===== src/pkg/jlp_pkg.sv =====
`default_nettype none
package jlp_pkg;
	// ****************************************
	// Register offsets
	// ****************************************
	localparam logic [7:0] OFS_GATE   = 8'ha1;
	localparam logic [7:0] OFS_FRAME  = 8'ha6;
	localparam logic [7:0] OFS_MFRAME = 8'ha7;
	localparam logic [7:0] OFS_DRIVE  = 8'hb0;
	localparam logic [7:0] OFS_FORCE  = 8'hb4;
	localparam logic [7:0] OFS_L1_HI  = 8'hb6;
	localparam logic [7:0] OFS_L1_LO  = 8'hb7;
	localparam logic [7:0] OFS_L2_HI  = 8'hb8;
	localparam logic [7:0] OFS_L2_LO  = 8'hb9;
	localparam logic [7:0] OFS_EST    = 8'hd6;
	localparam logic [7:0] OFS_STATUS = 8'hd7;

	// ****************************************
	// Values after reset and default multiframe sizes
	// ****************************************
	localparam logic [7:0] RST_FRAME  = 8'h01;
	localparam logic [7:0] RST_ZERO8  = 8'h00;
	localparam logic [4:0] DEF_K_ONE  = 5'h10;
	localparam logic [4:0] DEF_K_TWO  = 5'h08;

	// ****************************************
	// Field positions
	// ****************************************
	localparam int GATE_F_BIT  = 0;
	localparam int GATE_K_BIT  = 1;
	localparam int FORCE1_BIT  = 3;
	localparam int FORCE2_BIT  = 6;
	localparam int FAST_EN_BIT = 0;
	localparam int PWR_EN_BIT  = 5;
	localparam int AVG_LSB     = 2;

	// ****************************************
	// Drive current, in mA
	// ****************************************
	localparam logic [5:0] DRV_BASE_MA = 6'h10;
	localparam logic [5:0] DRV_B3_MA   = 6'h10;
	localparam logic [5:0] DRV_B2_MA   = 6'h08;
	localparam logic [5:0] DRV_B1_MA   = 6'h04;
	localparam logic [5:0] DRV_B0_MA   = 6'h02;

	// ****************************************
	// Power estimation
	// ****************************************
	localparam int         AVG_BASE_LOG2 = 10;
	localparam logic [2:0] AVG_MAX_CODE  = 3'h4;
	localparam logic [6:0] EST_OFFSET    = 7'h1c;
	localparam logic [3:0] EST_MAX       = 4'hf;

	typedef enum logic [2:0] {
		JLP_EST_IDLE = 3'b001,
		JLP_EST_ACC  = 3'b010,
		JLP_EST_DONE = 3'b100
	} jlp_est_state_t;
endpackage : jlp_pkg
`default_nettype wire


===== src/pkg/jlp_est_if.sv =====
`timescale 1ns/10ps
`default_nettype none
interface jlp_est_if;
	logic        enable;
	logic [2:0]  avg_len;
	logic [11:0] sample;
	logic        sample_valid;
	logic [3:0]  estimate;
	logic        busy;

	modport ctrl (
		output enable,
		output avg_len,
		output sample,
		output sample_valid,
		input  estimate,
		input  busy
	);
	modport est (
		input  enable,
		input  avg_len,
		input  sample,
		input  sample_valid,
		output estimate,
		output busy
	);
endinterface : jlp_est_if
`default_nettype wire


===== src/hdl/jlp_regs.sv =====
// Design decision made here: strobed register access.
`timescale 1ns/10ps
`default_nettype none
module jlp_regs (
	input  wire logic        clk,
	input  wire logic        reset_n,
	input  wire logic [7:0]  addr,
	input  wire logic [7:0]  wdata,
	input  wire logic        wr,
	input  wire logic        rd,
	output logic      [7:0]  rdata,
	input  wire logic [9:0]  enc_word_msb,
	input  wire logic [9:0]  enc_word_lsb,
	input  wire logic [3:0]  fast_code,
	input  wire logic [11:0] sample,
	input  wire logic        sample_valid,
	output logic      [7:0]  octet_code,
	output logic      [4:0]  mframe_code,
	output logic      [3:0]  drive_current_code,
	output logic      [5:0]  drive_current_ma,
	output logic      [9:0]  lane_one_word,
	output logic      [9:0]  lane_two_word,
	output logic      [3:0]  detect
);
	// ****************************************
	// Reset release
	// ****************************************
	logic rst_meta_q;
	logic rst_n_q;

	// Assert at once, release after two edges
	always_ff @(posedge clk or negedge reset_n)
	begin
		if (!reset_n)
		begin
			rst_meta_q <= 1'b0;
			rst_n_q    <= 1'b0;
		end
		else
		begin
			rst_meta_q <= 1'b1;
			rst_n_q    <= rst_meta_q;
		end
	end

	// ****************************************
	// Software registers
	// ****************************************
	logic [1:0] gate_q, gate_d;
	logic [7:0] frame_q, frame_d;
	logic [4:0] mframe_q, mframe_d;
	logic [3:0] drive_q, drive_d;
	logic       force1_q, force1_d;
	logic       force2_q, force2_d;
	logic [7:0] l1_hi_q, l1_hi_d;
	logic [1:0] l1_lo_q, l1_lo_d;
	logic [3:0] l2_hi_q, l2_hi_d;
	logic [5:0] l2_lo_q, l2_lo_d;
	logic       fast_en_q, fast_en_d;
	logic       pwr_en_q, pwr_en_d;
	logic [2:0] avg_len_q, avg_len_d;

	always_comb
	begin
		gate_d    = gate_q;
		frame_d   = frame_q;
		mframe_d  = mframe_q;
		drive_d   = drive_q;
		force1_d  = force1_q;
		force2_d  = force2_q;
		l1_hi_d   = l1_hi_q;
		l1_lo_d   = l1_lo_q;
		l2_hi_d   = l2_hi_q;
		l2_lo_d   = l2_lo_q;
		fast_en_d = fast_en_q;
		pwr_en_d  = pwr_en_q;
		avg_len_d = avg_len_q;
		if (wr)
		begin
			case (addr)
				jlp_pkg::OFS_GATE:
				begin
					gate_d[jlp_pkg::GATE_F_BIT] = wdata[jlp_pkg::GATE_F_BIT];
					gate_d[jlp_pkg::GATE_K_BIT] = wdata[jlp_pkg::GATE_K_BIT];
				end
				jlp_pkg::OFS_FRAME:
					frame_d = wdata;
				jlp_pkg::OFS_MFRAME:
					mframe_d = wdata[4:0];
				jlp_pkg::OFS_DRIVE:
					drive_d = wdata[3:0];
				jlp_pkg::OFS_FORCE:
				begin
					force1_d = wdata[jlp_pkg::FORCE1_BIT];
					force2_d = wdata[jlp_pkg::FORCE2_BIT];
				end
				jlp_pkg::OFS_L1_HI:
					l1_hi_d = wdata;
				jlp_pkg::OFS_L1_LO:
					l1_lo_d = wdata[7:6];
				jlp_pkg::OFS_L2_HI:
					l2_hi_d = wdata[7:4];
				jlp_pkg::OFS_L2_LO:
					l2_lo_d = wdata[7:2];
				jlp_pkg::OFS_EST:
				begin
					fast_en_d = wdata[jlp_pkg::FAST_EN_BIT];
					pwr_en_d  = wdata[jlp_pkg::PWR_EN_BIT];
					avg_len_d = wdata[jlp_pkg::AVG_LSB +: 3];
				end
				default:
					gate_d = gate_q;
			endcase
		end
	end

	always_ff @(posedge clk or negedge rst_n_q)
	begin
		if (!rst_n_q)
		begin
			gate_q    <= '0;
			frame_q   <= jlp_pkg::RST_FRAME;
			mframe_q  <= '0;
			drive_q   <= '0;
			force1_q  <= 1'b0;
			force2_q  <= 1'b0;
			l1_hi_q   <= '0;
			l1_lo_q   <= '0;
			l2_hi_q   <= '0;
			l2_lo_q   <= '0;
			fast_en_q <= 1'b0;
			pwr_en_q  <= 1'b0;
			avg_len_q <= '0;
		end
		else
		begin
			gate_q    <= gate_d;
			frame_q   <= frame_d;
			mframe_q  <= mframe_d;
			drive_q   <= drive_d;
			force1_q  <= force1_d;
			force2_q  <= force2_d;
			l1_hi_q   <= l1_hi_d;
			l1_lo_q   <= l1_lo_d;
			l2_hi_q   <= l2_hi_d;
			l2_lo_q   <= l2_lo_d;
			fast_en_q <= fast_en_d;
			pwr_en_q  <= pwr_en_d;
			avg_len_q <= avg_len_d;
		end
	end

	// ****************************************
	// Power estimator
	// ****************************************
	jlp_est_if est_bus ();

	assign est_bus.enable       = pwr_en_q;
	assign est_bus.avg_len      = avg_len_q;
	assign est_bus.sample       = sample;
	assign est_bus.sample_valid = sample_valid;

	jlp_power_est u_est (
		.clk   (clk),
		.rst_n (rst_n_q),
		.bus   (est_bus.est)
	);

	// ****************************************
	// Link parameters and outputs
	// ****************************************
	logic [7:0] rdata_q, rdata_d;
	logic [7:0] oct_q, oct_d;
	logic [4:0] mf_q, mf_d;
	logic [3:0] cur_q, cur_d;
	logic [5:0] ma_q, ma_d;
	logic [9:0] l1_q, l1_d;
	logic [9:0] l2_q, l2_d;
	logic [3:0] det_q, det_d;

	always_comb
	begin
		// Frame size only leaves its default when the gate is open
		oct_d = gate_q[jlp_pkg::GATE_F_BIT] ? frame_q : jlp_pkg::RST_FRAME;
		if (gate_q[jlp_pkg::GATE_K_BIT])
			mf_d = mframe_q;
		else if (oct_d == 8'h00)
			mf_d = jlp_pkg::DEF_K_ONE;
		else
			mf_d = jlp_pkg::DEF_K_TWO;
		cur_d = drive_q;
		ma_d  = jlp_pkg::DRV_BASE_MA;
		if (drive_q[3])
			ma_d = ma_d + jlp_pkg::DRV_B3_MA;
		if (drive_q[2])
			ma_d = ma_d - jlp_pkg::DRV_B2_MA;
		if (drive_q[1])
			ma_d = ma_d - jlp_pkg::DRV_B1_MA;
		if (drive_q[0])
			ma_d = ma_d - jlp_pkg::DRV_B0_MA;
		// Forced words bypass the coder, the pattern is sent verbatim
		l1_d = force1_q ? {l1_hi_q, l1_lo_q} : enc_word_msb;
		l2_d = force2_q ? {l2_hi_q, l2_lo_q} : enc_word_lsb;
		// Fast code wins when both are enabled
		if (fast_en_q)
			det_d = fast_code;
		else if (pwr_en_q)
			det_d = est_bus.estimate;
		else
			det_d = 4'h0;
		rdata_d = 8'h00;
		if (rd)
		begin
			case (addr)
				jlp_pkg::OFS_GATE:
					rdata_d = {6'h00, gate_q};
				jlp_pkg::OFS_FRAME:
					rdata_d = frame_q;
				jlp_pkg::OFS_MFRAME:
					rdata_d = {3'h0, mframe_q};
				jlp_pkg::OFS_DRIVE:
					rdata_d = {4'h0, drive_q};
				jlp_pkg::OFS_FORCE:
					rdata_d = {1'b0, force2_q, 2'h0, force1_q, 3'h0};
				jlp_pkg::OFS_L1_HI:
					rdata_d = l1_hi_q;
				jlp_pkg::OFS_L1_LO:
					rdata_d = {l1_lo_q, 6'h00};
				jlp_pkg::OFS_L2_HI:
					rdata_d = {l2_hi_q, 4'h0};
				jlp_pkg::OFS_L2_LO:
					rdata_d = {l2_lo_q, 2'h0};
				jlp_pkg::OFS_EST:
					rdata_d = {2'h0, pwr_en_q, avg_len_q, 1'b0, fast_en_q};
				jlp_pkg::OFS_STATUS:
					rdata_d = {3'h0, est_bus.busy, est_bus.estimate};
				default:
					rdata_d = 8'h00;
			endcase
		end
	end

	always_ff @(posedge clk or negedge rst_n_q)
	begin
		if (!rst_n_q)
		begin
			rdata_q <= 8'h00;
			oct_q   <= jlp_pkg::RST_FRAME;
			mf_q    <= jlp_pkg::DEF_K_TWO;
			cur_q   <= 4'h0;
			ma_q    <= jlp_pkg::DRV_BASE_MA;
			l1_q    <= 10'h000;
			l2_q    <= 10'h000;
			det_q   <= 4'h0;
		end
		else
		begin
			rdata_q <= rdata_d;
			oct_q   <= oct_d;
			mf_q    <= mf_d;
			cur_q   <= cur_d;
			ma_q    <= ma_d;
			l1_q    <= l1_d;
			l2_q    <= l2_d;
			det_q   <= det_d;
		end
	end

	assign rdata              = rdata_q;
	assign octet_code         = oct_q;
	assign mframe_code        = mf_q;
	assign drive_current_code = cur_q;
	assign drive_current_ma   = ma_q;
	assign lane_one_word      = l1_q;
	assign lane_two_word      = l2_q;
	assign detect             = det_q;
endmodule : jlp_regs
`default_nettype wire


===== src/hdl/jlp_power_est.sv =====
`timescale 1ns/10ps
`default_nettype none
module jlp_power_est (
	input  wire logic clk,
	input  wire logic rst_n,
	jlp_est_if.est    bus
);
	jlp_pkg::jlp_est_state_t st_q, st_d;
	logic [35:0] acc_q, acc_d;
	logic [13:0] cnt_q, cnt_d;
	logic [2:0]  len_q, len_d;
	logic [3:0]  est_q, est_d;
	logic [10:0] mag;
	logic [21:0] sq;
	logic [21:0] avg;
	logic [4:0]  msb;
	logic        nxt;
	logic [6:0]  lvl;
	logic [13:0] last;
	int          sh;

	// ****************************************
	// Next state
	// ****************************************
	always_comb
	begin
		st_d  = st_q;
		acc_d = acc_q;
		cnt_d = cnt_q;
		len_d = len_q;
		est_d = est_q;
		// Offset binary: distance from midscale
		mag   = bus.sample[11] ? bus.sample[10:0] : ~bus.sample[10:0];
		sq    = {11'h000, mag} * {11'h000, mag};
		sh    = jlp_pkg::AVG_BASE_LOG2 + int'(len_q);
		last  = 14'((32'd1 << sh) - 32'd1);
		avg   = 22'(acc_q >> sh);
		msb   = 5'h00;
		for (int i = 0; i < 22; i++)
			if (avg[i])
				msb = 5'(i);
		nxt   = (msb != 5'h00) ? avg[msb - 5'h01] : 1'b0;
		// Half-octave steps, close to 1.5 dB; good enough for a level hint
		lvl   = {1'b0, msb, nxt};
		case (st_q)
			jlp_pkg::JLP_EST_IDLE:
			begin
				acc_d = '0;
				cnt_d = '0;
				// Length above 16K clamps, longer windows would overflow
				len_d = (bus.avg_len > jlp_pkg::AVG_MAX_CODE) ? jlp_pkg::AVG_MAX_CODE : bus.avg_len;
				if (bus.enable)
					st_d = jlp_pkg::JLP_EST_ACC;
			end
			jlp_pkg::JLP_EST_ACC:
			begin
				if (!bus.enable)
					st_d = jlp_pkg::JLP_EST_IDLE;
				else if (bus.sample_valid)
				begin
					acc_d = acc_q + 36'(sq);
					cnt_d = cnt_q + 14'h0001;
					if (cnt_q == last)
						st_d = jlp_pkg::JLP_EST_DONE;
				end
			end
			jlp_pkg::JLP_EST_DONE:
			begin
				if (lvl <= jlp_pkg::EST_OFFSET)
					est_d = 4'h0;
				else if (lvl - jlp_pkg::EST_OFFSET > 7'(jlp_pkg::EST_MAX))
					est_d = jlp_pkg::EST_MAX;
				else
					est_d = 4'(lvl - jlp_pkg::EST_OFFSET);
				st_d = jlp_pkg::JLP_EST_IDLE;
			end
			default:
				st_d = jlp_pkg::JLP_EST_IDLE;
		endcase
	end

	// ****************************************
	// State registers
	// ****************************************
	always_ff @(posedge clk or negedge rst_n)
	begin
		if (!rst_n)
		begin
			st_q  <= jlp_pkg::JLP_EST_IDLE;
			acc_q <= '0;
			cnt_q <= '0;
			len_q <= '0;
			est_q <= '0;
		end
		else
		begin
			st_q  <= st_d;
			acc_q <= acc_d;
			cnt_q <= cnt_d;
			len_q <= len_d;
			est_q <= est_d;
		end
	end

	assign bus.estimate = est_q;
	assign bus.busy     = (st_q != jlp_pkg::JLP_EST_IDLE);
endmodule : jlp_power_est
`default_nettype wire


===== config.mk =====
export PLATFORM = sky130hd
export DESIGN_NAME = jlp_regs
export DESIGN_NICKNAME = d
export VERILOG_FILES = /design/src/pkg/jlp_pkg.sv /design/src/pkg/jlp_est_if.sv /design/src/hdl/jlp_regs.sv /design/src/hdl/jlp_power_est.sv
export SDC_FILE = /design/constraint.sdc
export NUM_CORES = 1
export LEC_CHECK = 0
export ABC_CLOCK_PERIOD_IN_PS = 10150
export BUFFER_PORTS_ARGS = -buffer_cell sky130_fd_sc_hd__buf_2
export CAP_MARGIN = 15
export CORE_MARGIN = 2
export CORE_UTILIZATION = 64
export DETAILED_ROUTE_END_ITERATION = 16
export PLACE_DENSITY = 0.84
export REMOVE_ABC_BUFFERS = 1
export SYNTH_ARGS = -nofsm -noshare
export SYNTH_HDL_FRONTEND = slang
export SYNTH_SLANG_ARGS = --single-unit
export TNS_END_PERCENT = 5

===== constraint.sdc =====
create_clock -name clk -period 10.15 [get_ports clk]
set_input_delay 0 -clock clk [delete_from_list [all_inputs] [get_ports clk]]
set_output_delay 0 -clock clk [all_outputs]
set_load 0.01 [all_outputs]

==> flow_metrics.env, run 1 <==
export IMPL_worstPathRequired_ps=10520
export IMPL_fin_skew_ps=12.5
export IMPL_h_tree_depth=4
export IMPL_post_dp_cell_area_um2=13900
export IMPL_synthSimpleGateAreaFrac_pct=14.8
export IMPL_top_usage_layer="met2"
export IMPL_finalNetCount=1656
export IMPL_cts_tree="built"
export IMPL_synth_xor_area_share_pct=3.50
export IMPL_clk_latency_ps=440
export IMPL_startpoint_type="primary input"
export IMPL_synth_commonest_cells="dfrtp_1 (156), inv_1 (125), nand2_1 (121)"
export IMPL_drt_iter0_markers=831
export IMPL_place_gp_congestion=0.966
export IMPL_wire_per_inst_um=19.8
export IMPL_hp_start="addr[0]"
export IMPL_powerDensity_nw_per_um2=194
export IMPL_initial_core_util_pct=65.4
export IMPL_ys_types=95
export IMPL_synth_area_top_cells="dfrtp_1 (29%), fa_1 (13%), mux2_2 (7.2%)"
export IMPL_grt_overflow=0
export IMPL_holdPathEnd="rdata[3]$_DFF_PN0_"
export IMPL_cts_resized=0
export IMPL_ff2ff_path_depth=19
export IMPL_ys_seq_area_share_pct=30.4
export IMPL_final_hold_violation_count=0
export IMPL_antenna_found_initial=0
export IMPL_synth_area_leader_cell="dfrtp_1"
export IMPL_seqCellArea_um2=4040
export IMPL_p_leak_nw=7.17
export IMPL_ioPinCount=112
export IMPL_status="finished clean"
export IMPL_reg2reg_setup_slack_ps=4070
export IMPL_die_y_um=148
export IMPL_n_fill_cell=1376
export IMPL_hold_depth=3
export IMPL_finalWirelength_mm=34.2
export IMPL_grtUsageMet2_pct=57.1
export IMPL_met1_usage_pct=39.0
export IMPL_synth_seq_cells=161
export IMPL_place_inst=1656
export IMPL_holdCritPathClass="in -> reg"
export IMPL_power_ir_vdd_worst_v=0.000163
export IMPL_die_w_um=148
export IMPL_grt_pass1_vias=11284
export IMPL_ys_warn_count=0
export IMPL_cts_root_buf="clkbuf_16"
export IMPL_final_cells=1728
export IMPL_power_mw=2.90
export IMPL_synthAdderAreaFrac_pct=19.3
export IMPL_final_core_util_pct=73.7
export IMPL_dieArea_um2=21900
export IMPL_slew_violations=0
export IMPL_first_pass_iters=9
export IMPL_yosysTopAreaCellShare_pct=29.4
export IMPL_crit_type="in -> reg"
export IMPL_synth_top_family_by_area="adder cells"
export IMPL_slew_headroom_pct=36.3
export IMPL_cts_buffers=17
export IMPL_vias=11030
export IMPL_fp_coreArea_um2=20300
export IMPL_clkSinkCount=161
export IMPL_cp_arrival_ps=7020
export IMPL_finalSetupTns_ps=0
export IMPL_syn_instance_count=1336
export IMPL_min_period_ps=6650
export IMPL_drive_above_1_share_pct=20.4
export IMPL_maxCapViolCount=0
export IMPL_diodes=0
export IMPL_met3_usage_pct=4.26
export IMPL_finalInstanceArea_um2=15000
export IMPL_grt_use_total_pct=31.8
export IMPL_clock_path_buffers=2
export IMPL_synth_main_ff_cell="dfrtp_1"
export IMPL_muxShareOfSynthArea_pct=13.6
export IMPL_row_count=52
export IMPL_synth_compound_area_share_pct=12.5
export IMPL_portBuffers=110
export IMPL_synthesis_area_um2=13300
export IMPL_multi_input_area_um2=8470
export IMPL_synth_edff_count=0
export IMPL_vias_per_cell=6.38
export IMPL_area_growth_synth_to_final_pct=12.7
export IMPL_crit_fanout=28
export IMPL_critPathCaptureType="flop"
export IMPL_grt_max_degree=86
export IMPL_setup_violations=0
export IMPL_cts_reportedPaths_clkPinSlew_ps=80
export IMPL_grt_pass1_wl_mm=55.8
export IMPL_rsz0062_at_grt="no"
export IMPL_synthArstFlopShare_pct=100
export IMPL_ant_nets=0
export IMPL_finalCritPeriodShare_pct=65.5
export IMPL_max_clock_freq_mhz=150
export IMPL_hpwl_mm=23.7
export IMPL_drc_errors=0
export IMPL_synthMostInstantiatedCell="dfrtp_1"
export IMPL_avgSynthCellArea_um2=9.94
export IMPL_r2r_start="u_est.acc_q[6]$_DFFE_PN0P_"
export IMPL_r2r_end="u_est.acc_q[27]$_DFFE_PN0P_"
export IMPL_tightest_slew_ps=955
-- final cells by class --
cell class / instances / share of cell area, %
multi-input cells: 980 / 56.6
flip-flops and latches: 161 / 27.0
repair buffers: 158 / 6.79
inverters: 127 / 3.19
clock buffers: 17 / 2.84
well taps: 270 / 2.26
clock inverters: 15 / 1.30
-- state kept, by name, summed over array words and instances, names as in the netlist, 2 cells and up --
register            count
avg_len_q               3
rdata                   8
frame_q                 8
drive_current_ma        4
l1_lo_q                 2
lane_one_word          10
detect                  4
l2_hi_q                 4
u_est.st_q              3
cur_d                   4
u_est.bus.estimate      4
gate_q                  2
u_est.acc_q            36
drive_current_code      4
mframe_code             5
u_est.len_q             3
mframe_q                5
l1_hi_q                 8
octet_code              8
u_est.cnt_q            14
l2_lo_q                 6
lane_two_word          10
-- placed cells by master, fill, tap and decap left out, drive strengths merged, types with 11 or more instances in the layout --
cell           n
a21oi         48
xor2          27
nand2        121
xnor2         26
mux4          29
a211oi        19
or3           18
ha            70
mux2          86
fa            84
clkbuf        18
nor2b         12
o21ai         49
nor2          99
buf          121
a22o          18
dfrtp        156
nand3         33
nor3          34
inv          134
mux2i         16
and2          23
nand4         11
dlygate4sd3   36
-- where the power goes --
| part | total, mW | internal [mW] | leakage, nW | switching (mW) |
|---|---|---|---|---|
| clock | 0.659 | 0.339 | 0.300 | 0.320 |
| sequential | 0.685 | 0.661 | 2.17 | 0.0238 |
| combinational | 1.56 | 0.671 | 4.70 | 0.890 |
| total | 2.90 | 1.67 | 7.17 | 1.23 |
-- per-layer routing --
| layer | vias up | wire (µm) |
|---|---|---|
| li1 | 4913 | - |
| met1 | 5445 | 12900 |
| met2 | 543 | 17800 |
| met3 | 129 | 2230 |
| met4 | 0 | 1300 |
| met5 | - | 0 |
-- worst max path at each step --
stage / cells past startpoint / end / slack [ps] / from
2_1_floorplan: 14 / u_est.bus.estimate[0]$_DFFE_PN0N_ / 4130 / u_est.len_q[0]$_DFFE_PN0P_
3_3_place_gp: 20 / u_est.acc_q[27]$_DFFE_PN0P_ / 3490 / sample[11]
3_5_place_dp: 20 / u_est.acc_q[31]$_DFFE_PN0P_ / 3220 / sample[11]
4_1_cts: 20 / u_est.acc_q[29]$_DFFE_PN0P_ / 3480 / sample[11]
5_1_grt: 27 / u_est.acc_q[29]$_DFFE_PN0P_ / 3090 / sample[11]
6_report: 21 / u_est.acc_q[27]$_DFFE_PN0P_ / 3500 / sample[11]
-- per-stage QoR --
step / setup slack [ps] / hold slack (ps)
floorplan: 4130 / -296
global route: 3090 / 62.7
global placement: 3490 / -216
CTS: 3480 / 1.31
finish: 3500 / 14.3
detailed placement: 3220 / -213
-- timing repair --
| item | CTS | global route |
|---|---|---|
| buffers inserted | 0 | 0 |
| hold endpoints to repair | 73 | 0 |
| hold buffers | 36 | 0 |
-- logic make-up (layout without fill, tap and decap cells) --
group,count (synthesis),after routing
XOR/XNOR,53,53
AO/OA/AOI/OAI,236,236
flip-flops,161,161
other,2,2
buffers and inverters,195,317
adder cells (fa/ha/maj),154,154
multiplexers,131,131
AND/OR/NAND/NOR,404,404
-- critical path: stages --
cell and delay [ps]:
buf_2 390, xor2_1 540, inv_1 240, nand2_1 180
fa_1 470, fa_1 520, fa_1 510, fa_1 550
inv_1 60, fa_1 480, ha_1 430, nand3_1 120
nor3_1 370, nor3b_1 130, o31ai_1 380, a21oi_1 160
o21ai_0 330, a311oi_1 220, clkbuf_2 220, or4b_2 630
nand2_1 90
Power figures use the tool's default switching activity.
==> run 2, diff against run 1 <==
--- a/config.mk
+++ b/config.mk
@@ -5,13 +5,13 @@
 export SDC_FILE = /design/constraint.sdc
 export NUM_CORES = 1
 export LEC_CHECK = 0
-export ABC_CLOCK_PERIOD_IN_PS = 10150
+export ABC_CLOCK_PERIOD_IN_PS = 5700
 export BUFFER_PORTS_ARGS = -buffer_cell sky130_fd_sc_hd__buf_2
 export CAP_MARGIN = 15
 export CORE_MARGIN = 2
-export CORE_UTILIZATION = 64
+export CORE_UTILIZATION = 56
 export DETAILED_ROUTE_END_ITERATION = 16
-export PLACE_DENSITY = 0.84
+export PLACE_DENSITY = 0.77
 export REMOVE_ABC_BUFFERS = 1
 export SYNTH_ARGS = -nofsm -noshare
 export SYNTH_HDL_FRONTEND = slang
==> constraint.sdc (replaced) <==
create_clock -name clk -period 5.7 [get_ports clk]
set_input_delay 0 -clock clk [delete_from_list [all_inputs] [get_ports clk]]
set_output_delay 0 -clock clk [all_outputs]
set_load 0.01 [all_outputs]
==> flow_metrics.env, run 2 (same netlist as run 1, synthesis figures left out) <==
export IMPL_r2r_start="u_est.acc_q[6]$_DFFE_PN0P_"
export IMPL_worstPathRequired_ps=6010
export IMPL_mostFrequentLayoutCell="dfrtp_1"
export IMPL_ioPinCount=112
export IMPL_vias=10922
export IMPL_first_pass_iters=9
export IMPL_dieArea_um2=25000
export IMPL_finalWirelength_mm=33.6
export IMPL_startpoint="sample[11]"
export IMPL_critPathMaxStageDelay_ps=540
export IMPL_grtUsageMet2_pct=50.8
export IMPL_grt_pass1_vias=11250
export IMPL_holdCritPathClass="in -> reg"
export IMPL_postCtsSetupBuffers=0
export IMPL_post_dp_cell_area_um2=14700
export IMPL_initial_core_util_pct=56.8
export IMPL_p_sw_share_pct=39.9
export IMPL_cts_reportedPaths_clkPinSlew_ps=70
export IMPL_layout_common_cells="dfrtp_1 (154), inv_1 (125), nand2_1 (121)"
export IMPL_p_comb_share_pct=58.0
export IMPL_wire_per_inst_um=17.9
export IMPL_path_common_cell="fa_1"
export IMPL_power_ir_vdd_worst_v=0.000339
export IMPL_cts_root_buf="clkbuf_16"
export IMPL_drc_errors=0
export IMPL_pwr_share_seq_pct=21.6
export IMPL_pwr_share_clk_pct=20.3
export IMPL_powerDensity_nw_per_um2=358
export IMPL_n_fill_cell=1783
export IMPL_h_tree_depth=4
export IMPL_cp_top_family="adder cells"
export IMPL_finalInstanceArea_um2=15800
export IMPL_crit_fanout=22
export IMPL_cp_slowest_cell="fa_1"
export IMPL_fin_skew_ps=10.2
export IMPL_p_leak_nw=7.64
export IMPL_clock_path_buffers=2
export IMPL_finalNetCount=1752
export IMPL_place_gp_congestion=0.936
export IMPL_clkSinkCount=161
export IMPL_ant_nets=0
export IMPL_finalCritPeriodShare_pct=95.0
export IMPL_top_regs="u_est.acc_q x36, u_est.cnt_q x14"
export IMPL_final_hold_violation_count=0
export IMPL_die_w_um=158
export IMPL_multi_input_area_um2=8500
export IMPL_max_clock_freq_mhz=185
export IMPL_slew_violations=0
export IMPL_cts_tree="built"
export IMPL_hpwl_mm=24.9
export IMPL_portBuffers=110
export IMPL_top_register="u_est.acc_q"
export IMPL_rsz0062_at_grt="no"
export IMPL_hp_start="sample_valid"
export IMPL_met1_usage_pct=33.6
export IMPL_diodes=0
export IMPL_critPathCaptureType="flop"
export IMPL_cts_buffers=17
export IMPL_crit_type="in -> reg"
export IMPL_slew_headroom_pct=35.7
export IMPL_fp_coreArea_um2=23400
export IMPL_p_int_mw=3.39
export IMPL_power_switching_mw=2.25
export IMPL_met3_usage_pct=3.56
export IMPL_grt_overflow=0
export IMPL_status="finished clean"
export IMPL_clk_latency_ps=440
export IMPL_die_y_um=158
export IMPL_largest_reg_flops=36
export IMPL_final_core_util_pct=67.4
export IMPL_area_growth_synth_to_final_pct=18.7
export IMPL_grt_pass1_wl_mm=55.3
export IMPL_drt_iter0_markers=805
export IMPL_maxCapViolCount=0
export IMPL_grt_max_degree=78
export IMPL_seqCellArea_um2=4040
export IMPL_top_usage_layer="met2"
export IMPL_vias_per_cell=5.83
export IMPL_drive_above_1_share_pct=25.5
export IMPL_cp_arrival_ps=5730
export IMPL_setup_violations=0
export IMPL_grt_use_total_pct=27.9
export IMPL_path_buf_inv=6
export IMPL_startpoint_type="primary input"
export IMPL_fin_hold_ws_ps=36.9
export IMPL_min_period_ps=5410
export IMPL_antenna_found_initial=0
export IMPL_tightest_slew_ps=965
export IMPL_row_count=56
[run 2: cell count changes in the layout (fill, tap and decap cells not counted), moves of 2 or more]
cell	change
inv_6	+3
inv_12	-2
o21ai_0	-3
o21ai_1	+3
buf_4	+97
[run 2: path summary, 6_finish.rpt]
| path | end | slack (ps) | depth (start not counted) |
|---|---|---|---|
| worst max-delay path | u_est.acc_q[28]$_DFFE_PN0P_ | 290 | 25 |
| worst min-delay path | u_est.st_q[2]$_DFFE_PN0P_ | 40 | 4 |
| worst max register to register | u_est.acc_q[27]$_DFFE_PN0P_ | 380 | 19 |
| worst min register to register | drive_current_ma[5]$_DFF_PN0_ | 310 | 0 |
| max in group asynchronous | u_est.len_q[0]$_DFFE_PN0P_ | 3940 | 1 |
| min in group asynchronous | drive_current_ma[5]$_DFF_PN0_ | 310 | 0 |
[run 2: worst min-delay path: stages]
cell     delay (ps)
buf_2           130
nand4_1          80
nor4_1           60
o21a_1          160
[run 2: routing by layer]
layer,wire length [µm],share of wire (%)
met5,0,0
met4,1080,3.2
met3,1630,4.8
met2,17300,52
met1,13500,40
[run 2: timing repair]
| item | CTS | global route |
|---|---|---|
| resized for setup | 0 | 8 |
| endpoints found under the setup margin | 0 | 16 |
| hold endpoints to repair | 74 | 0 |
| hold buffers | 37 | 0 |
[run 2: stage by stage]
| step | power [mW] | instances | setup TNS [ps] | setup slack [ps] |
|---|---|---|---|---|
| 6_report | 5.64 | 1873 | 0 | 288 |
| 5_1_grt | 6.12 | 1873 | 0 | 9.46 |
| 4_1_cts | 5.63 | 1872 | 0 | 146 |
| 3_5_place_dp | 4.47 | 1803 | -2480 | -278 |
| 3_3_place_gp | 4.33 | 1803 | -524 | -107 |
| 2_1_floorplan | 3.36 | 1268 | -1430 | -324 |
[run 2: power groups by stage]
stage / registers [mW] / logic (mW) / clock network (mW)
finish: 1.22 / 3.27 / 1.15
global route: 1.22 / 3.68 / 1.21
CTS: 1.22 / 3.26 / 1.15
detailed placement: 1.24 / 3.23 / 0
global placement: 1.24 / 3.10 / 0
floorplan: 1.25 / 2.11 / 0
[run 2: cell type report]
class,instances,share of cell area (%)
Clock buffer,17,2.70
Inverter,127,3.02
Multi-Input combinational cell,980,53.9
Clock inverter,15,1.17
Tap cell,319,2.53
Timing Repair Buffer,254,11.0
Sequential cell,161,25.6
==> run 3, diff against run 2 <==
--- a/config.mk
+++ b/config.mk
@@ -8,7 +8,7 @@
 export ABC_CLOCK_PERIOD_IN_PS = 5700
 export BUFFER_PORTS_ARGS = -buffer_cell sky130_fd_sc_hd__buf_2
 export CAP_MARGIN = 15
-export CORE_MARGIN = 2
+export CORE_MARGIN = 4
 export CORE_UTILIZATION = 56
 export DETAILED_ROUTE_END_ITERATION = 16
 export PLACE_DENSITY = 0.77
==> flow_metrics.env, run 3 (same netlist as run 1, synthesis figures left out) <==
export IMPL_status="finished clean"
export IMPL_cts_tree="built"
export IMPL_clock_path_buffers=2
export IMPL_holdCritPathClass="in -> reg"
export IMPL_max_clock_freq_mhz=185
export IMPL_row_count=56
export IMPL_final_setup_worst_slack_ps=288
export IMPL_setup_violations=0
export IMPL_grt_max_degree=65
export IMPL_crit_fanout=13
export IMPL_drc_errors=0
export IMPL_cts_buffers=17
export IMPL_worstPathRequired_ps=6060
export IMPL_cts_reportedPaths_clkPinSlew_ps=70
export IMPL_drt_iter0_markers=863
export IMPL_grt_pass1_wl_mm=56.4
export IMPL_critPathCaptureType="flop"
export IMPL_powerDensity_nw_per_um2=362
export IMPL_postCtsSetupBuffers=0
export IMPL_vias=11001
export IMPL_p_leak_nw=7.67
export IMPL_maxCapViolCount=0
export IMPL_fp_coreArea_um2=23400
export IMPL_cts_root_buf="clkbuf_16"
export IMPL_n_fill_cell=1775
export IMPL_startpoint_type="primary input"
export IMPL_clkSinkCount=161
export IMPL_slew_headroom_pct=28.5
export IMPL_slew_violations=0
export IMPL_rsz0062_at_grt="yes"
export IMPL_drive_above_1_share_pct=25.8
export IMPL_tightest_slew_ps=1070
export IMPL_finalSetupTns_ps=0
export IMPL_first_pass_iters=5
export IMPL_fin_hold_ws_ps=32.7
export IMPL_grt_pass1_vias=11306
export IMPL_grt_use_total_pct=26.3
export IMPL_crit_type="in -> reg"
export IMPL_die_w_um=162
export IMPL_post_place_ws_ps=-313
export IMPL_wire_per_inst_um=18.1
export IMPL_cp_arrival_ps=5770
export IMPL_top_regs="u_est.acc_q x36, u_est.cnt_q x14"
export IMPL_hold_depth=3
export IMPL_finalWirelength_mm=34.0
export IMPL_ant_nets=0
export IMPL_ioPinCount=112
export IMPL_hpwl_mm=25.1
export IMPL_power_ir_vdd_worst_v=0.000357
export IMPL_grt_overflow=0
export IMPL_mostFrequentLayoutCell="dfrtp_1"
export IMPL_vias_per_cell=5.85
export IMPL_portBuffers=110
export IMPL_finalCritPeriodShare_pct=95.0
export IMPL_area_growth_synth_to_final_pct=19.2
export IMPL_h_tree_depth=4
export IMPL_fin_skew_ps=15.2
export IMPL_antenna_found_initial=1
export IMPL_place_gp_congestion=0.905
export IMPL_layout_common_cells="dfrtp_1 (154), inv_1 (125), nand2_1 (121)"
export IMPL_clk_latency_ps=440
export IMPL_ff2ff_path_depth=15
export IMPL_top_register="u_est.acc_q"
export IMPL_dieArea_um2=26200
export IMPL_final_core_util_pct=67.6
export IMPL_finalNetCount=1757
export IMPL_min_period_ps=5410
export IMPL_die_y_um=162
export IMPL_largest_reg_flops=36
export IMPL_final_hold_violation_count=0
export IMPL_initial_core_util_pct=56.8
[run 3: changes by cell type in the layout (fill, tap and decap cells not counted), moves of 2 or more]
cell / delta
buf_4: +6
clkinv_4: -2
clkinv_8: +2
inv_6: -2
o21ai_0: +2
o21ai_1: -2
[run 3: repair_timing]
item                                   CTS  global route
hold buffers                            36             0
endpoints found under the hold margin   73             0
setup endpoints to repair                0            11
resized for setup                        0             7
[run 3: final timing paths]
kind                                                      to                       start  slack (ps)
max                              u_est.acc_q[27]$_DFFE_PN0P_                  sample[11]         290
min                                       rdata[3]$_DFF_PN0_                     addr[0]          30
max reg2reg                u_est.bus.estimate[3]$_DFFE_PN0N_  u_est.len_q[0]$_DFFE_PN0P_         380
min reg2reg                    drive_current_ma[5]$_DFF_PN0_           rst_n_q$_DFF_PN0_         320
max in group asynchronous                detect[2]$_DFF_PN0_           rst_n_q$_DFF_PN0_        4200
min in group asynchronous      drive_current_ma[5]$_DFF_PN0_           rst_n_q$_DFF_PN0_         320
[run 3: cell type report]
| type | instances | area (µm²) | area share, % |
|---|---|---|---|
| Antenna cell | 1 | 2.50 | 0.0158 |
| Inverter | 127 | 477 | 3.01 |
| Clock inverter | 15 | 214 | 1.35 |
| Sequential cell | 161 | 4040 | 25.5 |
| Timing Repair Buffer | 259 | 1770 | 11.2 |
| Multi-Input combinational cell | 980 | 8490 | 53.7 |
| Clock buffer | 17 | 425 | 2.69 |
| Tap cell | 319 | 399 | 2.52 |
[run 3: worst max-delay path, cell delays in order]
cell      delay, ps
buf_2           190
buf_4           220
xor2_1          200
inv_1            80
buf_4           140
nand2_1         120
inv_1            70
fa_1            500
fa_1            440
fa_1            520
fa_1            520
fa_1            490
ha_1            310
o21a_1          140
o21ai_0         100
nand2_1          70
o21ai_0         110
o31ai_2         260
a21oi_1         120
o21ai_1         180
a311oi_1        110
buf_4           170
or4b_2          610
nand2_1          90
[run 3: power breakdown]
group	switching [mW]	internal (mW)	total (mW)
clock	0.547	0.640	1.19
combinational	1.69	1.62	3.32
sequential	0.0394	1.18	1.22
[run 3: layer usage]
| metal | wire [µm] | vias up | GRT usage, % |
|---|---|---|---|
| met4 | 923 | 0 | 8.46 |
| li1 | - | 5105 | - |
| met5 | 0 | - | 0 |
| met1 | 13600 | 5433 | 32.1 |
| met3 | 1750 | 78 | 3.48 |
| met2 | 17700 | 385 | 48.4 |
[run 3: per-stage QoR]
step           area, µm²  total power [mW]  cells
2_1_floorplan      13000              3.36   1268
3_3_place_gp       14800              4.34   1809
3_5_place_dp       14800              4.47   1809
4_1_cts            15800              5.68   1877
5_1_grt            15800              6.23   1879
6_report           15800              5.72   1879
